[src/idgen_consts.svh]
// Constants for the identification buffer generator.
`ifndef IDGEN_CONSTS_SVH
`define IDGEN_CONSTS_SVH
`define IDG_NWORDS 9'h100
`define IDG_LAST_WORD 8'hff
`define IDG_W_GENCFG 8'h00
`define IDG_W_CYL 8'h01
`define IDG_W_HEADS 8'h03
`define IDG_W_SPT 8'h06
`define IDG_W_NSEC_MSW 8'h07
`define IDG_W_NSEC_LSW 8'h08
`define IDG_W_SER_FIRST 8'h0a
`define IDG_W_SER_LAST 8'h13
`define IDG_W_SER_UID 8'h0f
`define IDG_W_FW_FIRST 8'h17
`define IDG_W_FW_LAST 8'h1a
`define IDG_W_MODEL_FIRST 8'h1b
`define IDG_W_MODEL_LAST 8'h2e
`define IDG_W_MULTMAX 8'h2f
`define IDG_W_CAPAB 8'h31
`define IDG_W_PIOMODE 8'h33
`define IDG_W_VALID 8'h35
`define IDG_W_CUR_CYL 8'h36
`define IDG_W_CUR_HEADS 8'h37
`define IDG_W_CUR_SPT 8'h38
`define IDG_W_CAP_LSW 8'h39
`define IDG_W_CAP_MSW 8'h3a
`define IDG_W_MULTSET 8'h3b
`define IDG_W_LBA_LSW 8'h3c
`define IDG_W_LBA_MSW 8'h3d
`define IDG_W_MDMA 8'h3f
`define IDG_W_APIO 8'h40
`define IDG_W_CYC_FIRST 8'h41
`define IDG_W_CYC_LAST 8'h44
`define IDG_W_MAJOR 8'h50
`define IDG_W_MINOR 8'h51
`define IDG_W_FEAT0 8'h52
`define IDG_W_FEAT1 8'h53
`define IDG_W_FEAT2 8'h54
`define IDG_W_UDMA 8'h58
`define IDG_W_ERASE 8'h59
`define IDG_W_ENH_ERASE 8'h5a
`define IDG_W_APM 8'h5b
`define IDG_W_HWRESET 8'h5d
`define IDG_W_LBA48_FIRST 8'h64
`define IDG_W_LBA48_LAST 8'h67
`define IDG_W_ROTATION 8'hd9
`define IDG_V_GENCFG 16'h044a
`define IDG_V_MULTMAX 16'h8001
`define IDG_V_CAPAB 16'h0b00
`define IDG_V_PIOMODE 16'h0200
`define IDG_V_VALID 16'h0007
`define IDG_V_MULTSET_HI 8'h01
`define IDG_V_MDMA_LO 8'h07
`define IDG_V_APIO 16'h0003
`define IDG_V_CYCLE 16'h0078
`define IDG_V_MAJOR 16'h00fe
`define IDG_V_MINOR 16'h0021
`define IDG_V_FEAT0 16'h706b
`define IDG_V_FEAT1 16'h7408
`define IDG_V_FEAT2 16'h4000
`define IDG_V_UDMA 16'h007f
`define IDG_V_APM 16'h0000
`define IDG_V_ROTATION 16'h0001
`define IDG_V_ZERO 16'h0000
`define IDG_SPACE 8'h20
`define IDG_ASCII_ZERO 8'h30
`endif

[src/idgen_pkg.sv]
// Types shared by the identification buffer generator.
package idgen_pkg;
    typedef enum logic [1:0] {
        IDGEN_IDLE = 2'h0,
        IDGEN_RUN = 2'h1,
        IDGEN_DRAIN = 2'h3
    } idgen_state_t;
endpackage

[src/idgen_top.sv]
// Identification buffer generator: streams 256 words after a start pulse.
`timescale 1ns/1ns
`include "idgen_consts.svh"
// Notes on behaviour
// - Buffer sent like a single-sector read.
// - Reserved words and bits read zero.
// - Word 0 holds fixed general configuration.
// - Word 1 equals physical cylinder count.
// - Words 7-8 sector count, MSW first.
// - Sector count equals first invalid LBA.
// - Serial right-justified, padded with spaces.
// - Right ten unique ID; left ten user.
// - Firmware revision ASCII, big-endian words.
// - Words 27-46 hold user model string.
// - Word 47 fixed multiple-sector maximum.
// - Word 53 fixed validity flags.
// - Words 57-58 capacity, LSW first.
// - Word 63 low byte 07, high selected.
// - Word 64 reports PIO modes 0003.
// - Words 65-68 read 120 ns.
// - Word 80 major version 00fe.
// - Word 81 minor version 0021.
// - Words 89-90 report erase times.
// - Word 91 always reads zero.
// - Words 100-103 hold 48-bit max LBA.
// - Word 217 marks device non-rotating.
module idgen_top
    import idgen_pkg::*;
#(
    parameter logic [15:0] CYLINDERS = 16'h3fff,
    parameter logic [15:0] HEADS = 16'h0010,
    parameter logic [15:0] SECTORS = 16'h003f,
    parameter logic [79:0] FW_REV = 80'h0, // Arbitrary value; only 64 bits used.
    parameter logic [15:0] ERASE_TIME = 16'h0000,
    parameter logic [15:0] ENH_ERASE_TIME = 16'h0000,
    parameter logic [15:0] HW_RESET_RESULT = 16'h0000
) (
    input wire logic clk, // Clock, 125 MHz.
    input wire logic rst, // Asynchronous reset, active high.
    input wire logic start, // One-cycle pulse starting a buffer.
    input wire logic [79:0] uid, // Factory unique ID digits.
    input wire logic [79:0] user_id, // User serial part.
    input wire logic [319:0] model, // Model number text.
    input wire logic [15:0] cur_cyl, // Current cylinders.
    input wire logic [15:0] cur_heads, // Current heads.
    input wire logic [15:0] cur_spt, // Current sectors per track.
    input wire logic [7:0] mult_set, // Multiple sector count setting.
    input wire logic [2:0] mdma_sel, // One-hot selected DMA mode.
    output logic busy_r, // Buffer transfer in progress.
    output logic word_valid_r, // Output word valid.
    input wire logic word_ready, // Receiver takes the word.
    output logic [15:0] word_data_r, // Output word.
    output logic last_r // Marks word 255.
);
    idgen_state_t state_r;
    idgen_state_t state_nxt;
    logic [8:0] idx_r;
    logic [7:0] idx_lo;
    logic [15:0] tbl_word;
    logic [16:0] fifo_in;
    logic [16:0] fifo_out;
    logic fifo_in_ready;
    logic fifo_out_valid;
    logic fifo_out_ready;
    logic gen_push;
    logic [31:0] nsec;
    logic [31:0] cur_cap;
    logic [79:0] uid_pad;
    logic [79:0] user_pad;

    // Products wrap through truncation to 32 bits; they never saturate.
    assign nsec = 32'(32'(CYLINDERS) * 32'(HEADS) * 32'(SECTORS));
    assign cur_cap = 32'(48'(cur_cyl) * 48'(cur_heads) * 48'(cur_spt));

    // Replaces leading zero bytes with spaces to right-justify the text.
    function automatic logic [79:0] justify(input logic [79:0] s);
        logic lead;
        lead = 1'b1;
        justify = s;
        for (int i = 9; i >= 0; i--) begin
            if (lead && s[i*8 +: 8] == 8'h00) begin
                justify[i*8 +: 8] = `IDG_SPACE;
            end else begin
                lead = 1'b0;
            end
        end
    endfunction

    // An all-zero user field is the ten zero characters default.
    assign user_pad = (user_id == 80'h0) ? {10{`IDG_ASCII_ZERO}} : justify(user_id);
    assign uid_pad = justify(uid);
    assign idx_lo = idx_r[7:0];

    idgen_word u_word (
        .idx(idx_lo),
        .cyl(CYLINDERS),
        .heads(HEADS),
        .spt(SECTORS),
        .nsec(nsec),
        .user_id(user_pad),
        .uid(uid_pad),
        .fw_rev(FW_REV[63:0]),
        .model(model),
        .cur_cyl(cur_cyl),
        .cur_heads(cur_heads),
        .cur_spt(cur_spt),
        .cur_cap(cur_cap),
        .mult_set(mult_set),
        .mdma_sel(mdma_sel),
        .erase_t(ERASE_TIME),
        .enh_erase_t(ENH_ERASE_TIME),
        .hw_reset_res(HW_RESET_RESULT),
        .lba48_max({32'h0, nsec}),
        .word(tbl_word)
    );

    assign gen_push = (state_r == IDGEN_RUN) && fifo_in_ready;
    assign fifo_in = {idx_lo == `IDG_LAST_WORD, tbl_word};
    assign fifo_out_ready = !word_valid_r || word_ready;

    idgen_skid #(
        .WIDTH(17)
    ) u_buf (
        .clk(clk),
        .rst(rst),
        .in_valid(state_r == IDGEN_RUN),
        .in_ready(fifo_in_ready),
        .in_data(fifo_in),
        .out_valid(fifo_out_valid),
        .out_ready(fifo_out_ready),
        .out_data(fifo_out)
    );

    always_comb begin
        state_nxt = state_r;
        case (state_r)
            IDGEN_IDLE: begin
                if (start) begin
                    state_nxt = IDGEN_RUN;
                end
            end
            IDGEN_RUN: begin
                if (gen_push && idx_lo == `IDG_LAST_WORD) begin
                    state_nxt = IDGEN_DRAIN;
                end
            end
            IDGEN_DRAIN: begin
                if (!fifo_out_valid && word_valid_r && word_ready && last_r) begin
                    state_nxt = IDGEN_IDLE;
                end
            end
            default: begin
                state_nxt = IDGEN_IDLE;
            end
        endcase
    end

    always_ff @(posedge clk or posedge rst) begin
        if (rst) begin
            state_r <= IDGEN_IDLE;
        end else begin
            state_r <= state_nxt;
        end
    end

    // Words go out in order from 0 through 255, like one sector.
    always_ff @(posedge clk or posedge rst) begin
        if (rst) begin
            idx_r <= 9'h000;
        end else if (state_r == IDGEN_IDLE) begin
            idx_r <= 9'h000;
        end else if (gen_push && idx_r < `IDG_NWORDS) begin
            idx_r <= idx_r + 9'h001;
        end
    end

    always_ff @(posedge clk or posedge rst) begin
        if (rst) begin
            word_valid_r <= 1'b0;
            word_data_r <= 16'h0000;
            last_r <= 1'b0;
        end else if (fifo_out_ready) begin
            word_valid_r <= fifo_out_valid;
            word_data_r <= fifo_out_valid ? fifo_out[15:0] : 16'h0000;
            last_r <= fifo_out_valid && fifo_out[16];
        end
    end

    always_ff @(posedge clk or posedge rst) begin
        if (rst) begin
            busy_r <= 1'b0;
        end else begin
            busy_r <= (state_nxt != IDGEN_IDLE);
        end
    end
endmodule

[src/idgen_skid.sv]
// Two-entry buffer with valid and ready on both sides.
`timescale 1ns/1ns
module idgen_skid #(
    parameter int WIDTH = 16
) (
    input wire logic clk, // Clock.
    input wire logic rst, // Asynchronous reset, active high.
    input wire logic in_valid, // Word offered.
    output logic in_ready, // Space for a word.
    input wire logic [WIDTH-1:0] in_data, // Word in.
    output logic out_valid, // Word available.
    input wire logic out_ready, // Receiver takes word.
    output logic [WIDTH-1:0] out_data // Word out.
);
    logic [WIDTH-1:0] mem_r [2];
    logic wp_r;
    logic rp_r;
    logic [1:0] cnt_r;
    logic push;
    logic pop;

    assign push = in_valid && in_ready;
    assign pop = out_valid && out_ready;
    assign in_ready = (cnt_r != 2'h2);
    assign out_valid = (cnt_r != 2'h0);
    assign out_data = mem_r[rp_r];

    always_ff @(posedge clk or posedge rst) begin
        if (rst) begin
            wp_r <= 1'b0;
            rp_r <= 1'b0;
            cnt_r <= 2'h0;
        end else begin
            if (push) begin
                wp_r <= ~wp_r;
            end
            if (pop) begin
                rp_r <= ~rp_r;
            end
            cnt_r <= cnt_r + {1'b0, push} - {1'b0, pop};
        end
    end

    always_ff @(posedge clk) begin
        if (push) begin
            mem_r[wp_r] <= in_data;
        end
    end
endmodule

[src/idgen_word.sv]
// Combinational table of the identification buffer contents.
`timescale 1ns/1ns
`include "idgen_consts.svh"
module idgen_word (
    input wire logic [7:0] idx, // Word index.
    input wire logic [15:0] cyl, // Default cylinders.
    input wire logic [15:0] heads, // Default heads.
    input wire logic [15:0] spt, // Default sectors per track.
    input wire logic [31:0] nsec, // Total sectors.
    input wire logic [79:0] user_id, // User serial part.
    input wire logic [79:0] uid, // Factory unique ID.
    input wire logic [63:0] fw_rev, // Firmware revision text.
    input wire logic [319:0] model, // Model string.
    input wire logic [15:0] cur_cyl, // Current cylinders.
    input wire logic [15:0] cur_heads, // Current heads.
    input wire logic [15:0] cur_spt, // Current sectors per track.
    input wire logic [31:0] cur_cap, // Current capacity.
    input wire logic [7:0] mult_set, // Multiple sector setting.
    input wire logic [2:0] mdma_sel, // Selected multi-word DMA mode.
    input wire logic [15:0] erase_t, // Security erase time.
    input wire logic [15:0] enh_erase_t, // Enhanced erase time.
    input wire logic [15:0] hw_reset_res, // Hardware reset result.
    input wire logic [63:0] lba48_max, // Max 48-bit LBA.
    output logic [15:0] word // Word value.
);
    // Big-endian 16-bit pick from a string, character 0 leftmost.
    function automatic logic [15:0] pick(input logic [319:0] s, input logic [7:0] n,
                                         input logic [7:0] total);
        logic [8:0] sh;
        // Reversed word index times sixteen, built wide enough for the 40-byte model string.
        sh = 9'({total - 8'h1 - n, 4'h0});
        pick = 16'(s >> sh);
    endfunction

    always_comb begin
        word = `IDG_V_ZERO;
        if (idx == `IDG_W_GENCFG) begin
            word = `IDG_V_GENCFG;
        end else if (idx == `IDG_W_CYL) begin
            word = cyl;
        end else if (idx == `IDG_W_HEADS) begin
            word = heads;
        end else if (idx == `IDG_W_SPT) begin
            word = spt;
        end else if (idx == `IDG_W_NSEC_MSW) begin
            word = nsec[31:16];
        end else if (idx == `IDG_W_NSEC_LSW) begin
            word = nsec[15:0];
        end else if (idx >= `IDG_W_SER_FIRST && idx < `IDG_W_SER_UID) begin
            word = pick({240'h0, user_id}, idx - `IDG_W_SER_FIRST, 8'h5);
        end else if (idx >= `IDG_W_SER_UID && idx <= `IDG_W_SER_LAST) begin
            word = pick({240'h0, uid}, idx - `IDG_W_SER_UID, 8'h5);
        end else if (idx >= `IDG_W_FW_FIRST && idx <= `IDG_W_FW_LAST) begin
            word = pick({256'h0, fw_rev}, idx - `IDG_W_FW_FIRST, 8'h4);
        end else if (idx >= `IDG_W_MODEL_FIRST && idx <= `IDG_W_MODEL_LAST) begin
            word = pick(model, idx - `IDG_W_MODEL_FIRST, 8'h14);
        end else if (idx == `IDG_W_MULTMAX) begin
            word = `IDG_V_MULTMAX;
        end else if (idx == `IDG_W_CAPAB) begin
            word = `IDG_V_CAPAB;
        end else if (idx == `IDG_W_PIOMODE) begin
            word = `IDG_V_PIOMODE;
        end else if (idx == `IDG_W_VALID) begin
            word = `IDG_V_VALID;
        end else if (idx == `IDG_W_CUR_CYL) begin
            word = cur_cyl;
        end else if (idx == `IDG_W_CUR_HEADS) begin
            word = cur_heads;
        end else if (idx == `IDG_W_CUR_SPT) begin
            word = cur_spt;
        end else if (idx == `IDG_W_CAP_LSW) begin
            word = cur_cap[15:0];
        end else if (idx == `IDG_W_CAP_MSW) begin
            word = cur_cap[31:16];
        end else if (idx == `IDG_W_MULTSET) begin
            word = {`IDG_V_MULTSET_HI, mult_set};
        end else if (idx == `IDG_W_LBA_LSW) begin
            word = nsec[15:0];
        end else if (idx == `IDG_W_LBA_MSW) begin
            word = nsec[31:16];
        end else if (idx == `IDG_W_MDMA) begin
            word = {5'h00, mdma_sel, `IDG_V_MDMA_LO};
        end else if (idx == `IDG_W_APIO) begin
            word = `IDG_V_APIO;
        end else if (idx >= `IDG_W_CYC_FIRST && idx <= `IDG_W_CYC_LAST) begin
            word = `IDG_V_CYCLE;
        end else if (idx == `IDG_W_MAJOR) begin
            word = `IDG_V_MAJOR;
        end else if (idx == `IDG_W_MINOR) begin
            word = `IDG_V_MINOR;
        end else if (idx == `IDG_W_FEAT0) begin
            word = `IDG_V_FEAT0;
        end else if (idx == `IDG_W_FEAT1) begin
            word = `IDG_V_FEAT1;
        end else if (idx == `IDG_W_FEAT2) begin
            word = `IDG_V_FEAT2;
        end else if (idx == `IDG_W_UDMA) begin
            word = `IDG_V_UDMA;
        end else if (idx == `IDG_W_ERASE) begin
            word = erase_t;
        end else if (idx == `IDG_W_ENH_ERASE) begin
            word = enh_erase_t;
        end else if (idx == `IDG_W_APM) begin
            word = `IDG_V_APM;
        end else if (idx == `IDG_W_HWRESET) begin
            word = hw_reset_res;
        end else if (idx >= `IDG_W_LBA48_FIRST && idx <= `IDG_W_LBA48_LAST) begin
            word = 16'(lba48_max >> {idx - `IDG_W_LBA48_FIRST, 4'h0});
        end else if (idx == `IDG_W_ROTATION) begin
            word = `IDG_V_ROTATION;
        end
    end
endmodule

[config.mk]
export PLATFORM = sky130hd
export DESIGN_NAME = idgen_top
export DESIGN_NICKNAME = d
export VERILOG_FILES = /design/src/idgen_pkg.sv /design/src/idgen_top.sv /design/src/idgen_skid.sv /design/src/idgen_word.sv
export VERILOG_INCLUDE_DIRS = /design/src /design/src/src
export SDC_FILE = /design/constraint.sdc
export NUM_CORES = 2
export LEC_CHECK = 0
export BUFFER_PORTS_ARGS = -buffer_cell sky130_fd_sc_hd__buf_4
export CAP_MARGIN = 10
export CORE_MARGIN = 2
export CORE_UTILIZATION = 55
export DETAILED_ROUTE_END_ITERATION = 12
export GPL_TIMING_DRIVEN = 0
export PLACE_DENSITY = 0.77
export SLEW_MARGIN = 40
export SYNTH_ARGS = -nofsm -noshare
export SYNTH_HDL_FRONTEND = slang
export SYNTH_SLANG_ARGS = --single-unit
[constraint.sdc]
create_clock -name clk -period 10.8 [get_ports clk]
set_clock_uncertainty 0.15 [all_clocks]
set_input_delay 1.08 -clock clk [delete_from_list [all_inputs] [get_ports clk]]
set_output_delay 1.08 -clock clk [all_outputs]
set_load 0.005 [all_outputs]
==> flow_summary.ini <==
[run_status]
outcome = complete, but fails checks
violations = negative setup slack

[finish]
drive_gt1_share_pct = 29.23
final_nets = 5187
final_util_pct = 72.79
seqCellArea_sq_um = 1872
fill_cells = 3894
multiInputGateArea_sq_um = 25690
area_growth_pct = 31.42

[synthesis]
synth_most_common_cell = inv_1
synth_seq_cells = 68
yosysTopAreaCellShare_pct = 34.46
synth_top_cell_by_area = fa_1
synth_nets = 4485
syn_area_sq_um = 28930
syn-mean-instance-area_sq_um = 8.861
ys_types = 82
synth-edff-count = 34
synth_area_leaders = fa_1 (34%), mux4_2 (9.7%), ha_1 (7.7%)
ys_seq_area_share_pct = 6.470
ys_warn_count = 0
synth_ff_type = edfxtp_1
synth_common_cells = inv_1 (554), fa_1 (498), nand2_1 (483), and2_1 (247)
synth_cells = 3265
synthArstFlopShare_pct = 50.00

[placed_design]
dp_hpwl_mm = 110.9
place_congestion = 1.084
port-buffer-count = 543

[drt]
postRouteWirelength_mm = 141.5
num_vias = 30270
antenna_left = 0
vias_per_cell = 6.448
drc = 0
drt_first_pass_iters = 7
post_drt_wl_per_cell_microns = 30.15
drtIter0Drc = 4000

[clock_tree]
clock_path_buffers = 2
h-tree-depth = 3
clock_latency_ns = 0.34
postCtsHoldBufs = 0
root_buffer = clkbuf_16
cts_tree = done
cts_buffers = 9
numClockSinks = 68
clkTransAtPathRegs_ns = 0.06

[timing]
fin_crit_sh_pct = 119.0
setup_viol = 32
period_needed_ns = 12.85
tightest_slew_ns = 0.9908
fmax_mhz = 77.83
drv_slew = 0
layout_setup_ws_ns = -2.048
rsz0062_at_grt = yes
slew_headroom_pct = 33.08
hold_viol_final = 0

[grt]
grt_pass1_wl_mm = 195.1
antenna_found_initial = 47
grt_max_degree = 22
grt_usage_pct = 50.82
grt_pass1_vias = 29920
grt_overflow = 0

[floorplan]
fp-row-count = 84
fp.dieArea_sq_um = 54450
start_util_pct = 55.39
core_area_sq_um = 52240
chipHeight_microns = 233.4
io_pins = 562
dieWidth_microns = 233.4

[worst_hold_path]
hp-class = reg2reg

[job]
drv_cap = 0

[setup_path]
cp_slowest_cell = fa_1
start_kind = input pin
crit_path_max_fanout = 9
crit_arrival_ns = 12.77
path_common_cell = fa_1
crit_buf_inv = 8
slowest_delay_ns = 0.62
path_delay_family = adder cells
cp-end-kind = flip-flop
path_class = in2reg
crit_required_ns = 10.72
## kinds of logic after synthesis
kind of cell,after synthesis,share of synthesized area (%)
buffers and inverters,752,9.782
adder cells (fa/ha/maj),677,42.20
AO/OA/AOI/OAI,444,9.891
AND/OR/NAND/NOR,1094,18.38
flip-flops,68,6.470
XOR/XNOR,88,3.006
multiplexers,142,10.28
## flip-flops by register name (all words and copies together) (netlist names)
signal / count
word_valid_r: 1
last_r: 1
u_buf.wp_r: 1
u_buf.cnt_r: 2
u_buf.rp_r: 1
idx_r: 9
busy_r: 1
word_data_r: 16
u_buf.mem_r: 34
state_r: 2
## path summary, 6_finish.rpt
check	end	startpoint	depth (start not counted)	slack (ns)
min reg2reg	idx_r[8]$_DFFE_PP0P_	idx_r[8]$_DFFE_PP0P_	2	0.37
max reg2reg	u_buf.mem_r[1][6]$_DFFE_PP_	idx_r[1]$_DFFE_PP0P_	11	5.17
min	idx_r[8]$_DFFE_PP0P_	idx_r[8]$_DFFE_PP0P_	2	0.37
max	u_buf.mem_r[0][15]$_DFFE_PP_	cur_heads[4]	44	-2.05
max in group asynchronous	word_data_r[0]$_DFFE_PP0N_	rst	3	9.43
min in group asynchronous	word_data_r[13]$_DFFE_PP0N_	rst	2	0.60
## worst register-to-register path, delay by kind of cell (launching register included)
kind	cells	cell delay, ns
AND/OR/NAND/NOR	2	1.20
buffers and inverters	4	2.24
adder cells (fa/ha/maj)	1	0.40
AO/OA/AOI/OAI	4	0.99
flip-flops	1	0.45
## timing repair
action	in CTS	in global routing
cloned	2	4
buffers inserted	101	54
gates resized for setup	322	142
setup endpoints to repair	32	32
pin swaps	150	132
## placed cells by master, fill, tap and decap left out, drive strengths merged, types with 113 or more instances in the layout
master / n
clkbuf: 172
and2: 248
inv: 556
nand2: 485
fa: 498
o21ai: 113
ha: 179
a21oi: 121
buf: 726
mux4: 124
## per-layer routing
metal / track usage [%] / vias up / wire length [microns]
li1: - / 12110 / -
met1: 57.53 / 14740 / 44480
met2: 72.53 / 2625 / 59630
met3: 21.42 / 767 / 20470
met4: 46.10 / 28 / 16630
met5: 2.941 / - / 336
## area by class of cell
class | count | area share (%)
clock buffer | 9 | 0.5923
clock inverter | 7 | 0.2600
tap | 688 | 2.264
sequential | 68 | 4.923
multi-input combinational | 2445 | 67.58
timing repair buffer | 694 | 14.55
buffer | 195 | 4.140
inverter | 554 | 5.469
antenna | 34 | 0.2238
## per-stage QoR
stage / hold WS [ns] / cells / area [sq um] / setup WS [ns] / setup TNS, ns
after detailed placement: 0.3453 / 4497 / 34360 / -3.582 / -93.58
after CTS: 0.3668 / 4611 / 37000 / -1.776 / -41.41
after global placement: 0.3239 / 4496 / 34230 / -3.537 / -93.66
after global routing: 0.3830 / 4680 / 37990 / -2.257 / -54.14
after floorplan: 0.3103 / 3265 / 29290 / -1.295 / -27.44
final: 0.3744 / 4694 / 38020 / -2.048 / -47.32
Power is left out: the tool's default activity adds up to more than one toggle a clock period on the data nets, which glitch-free logic cannot reach.
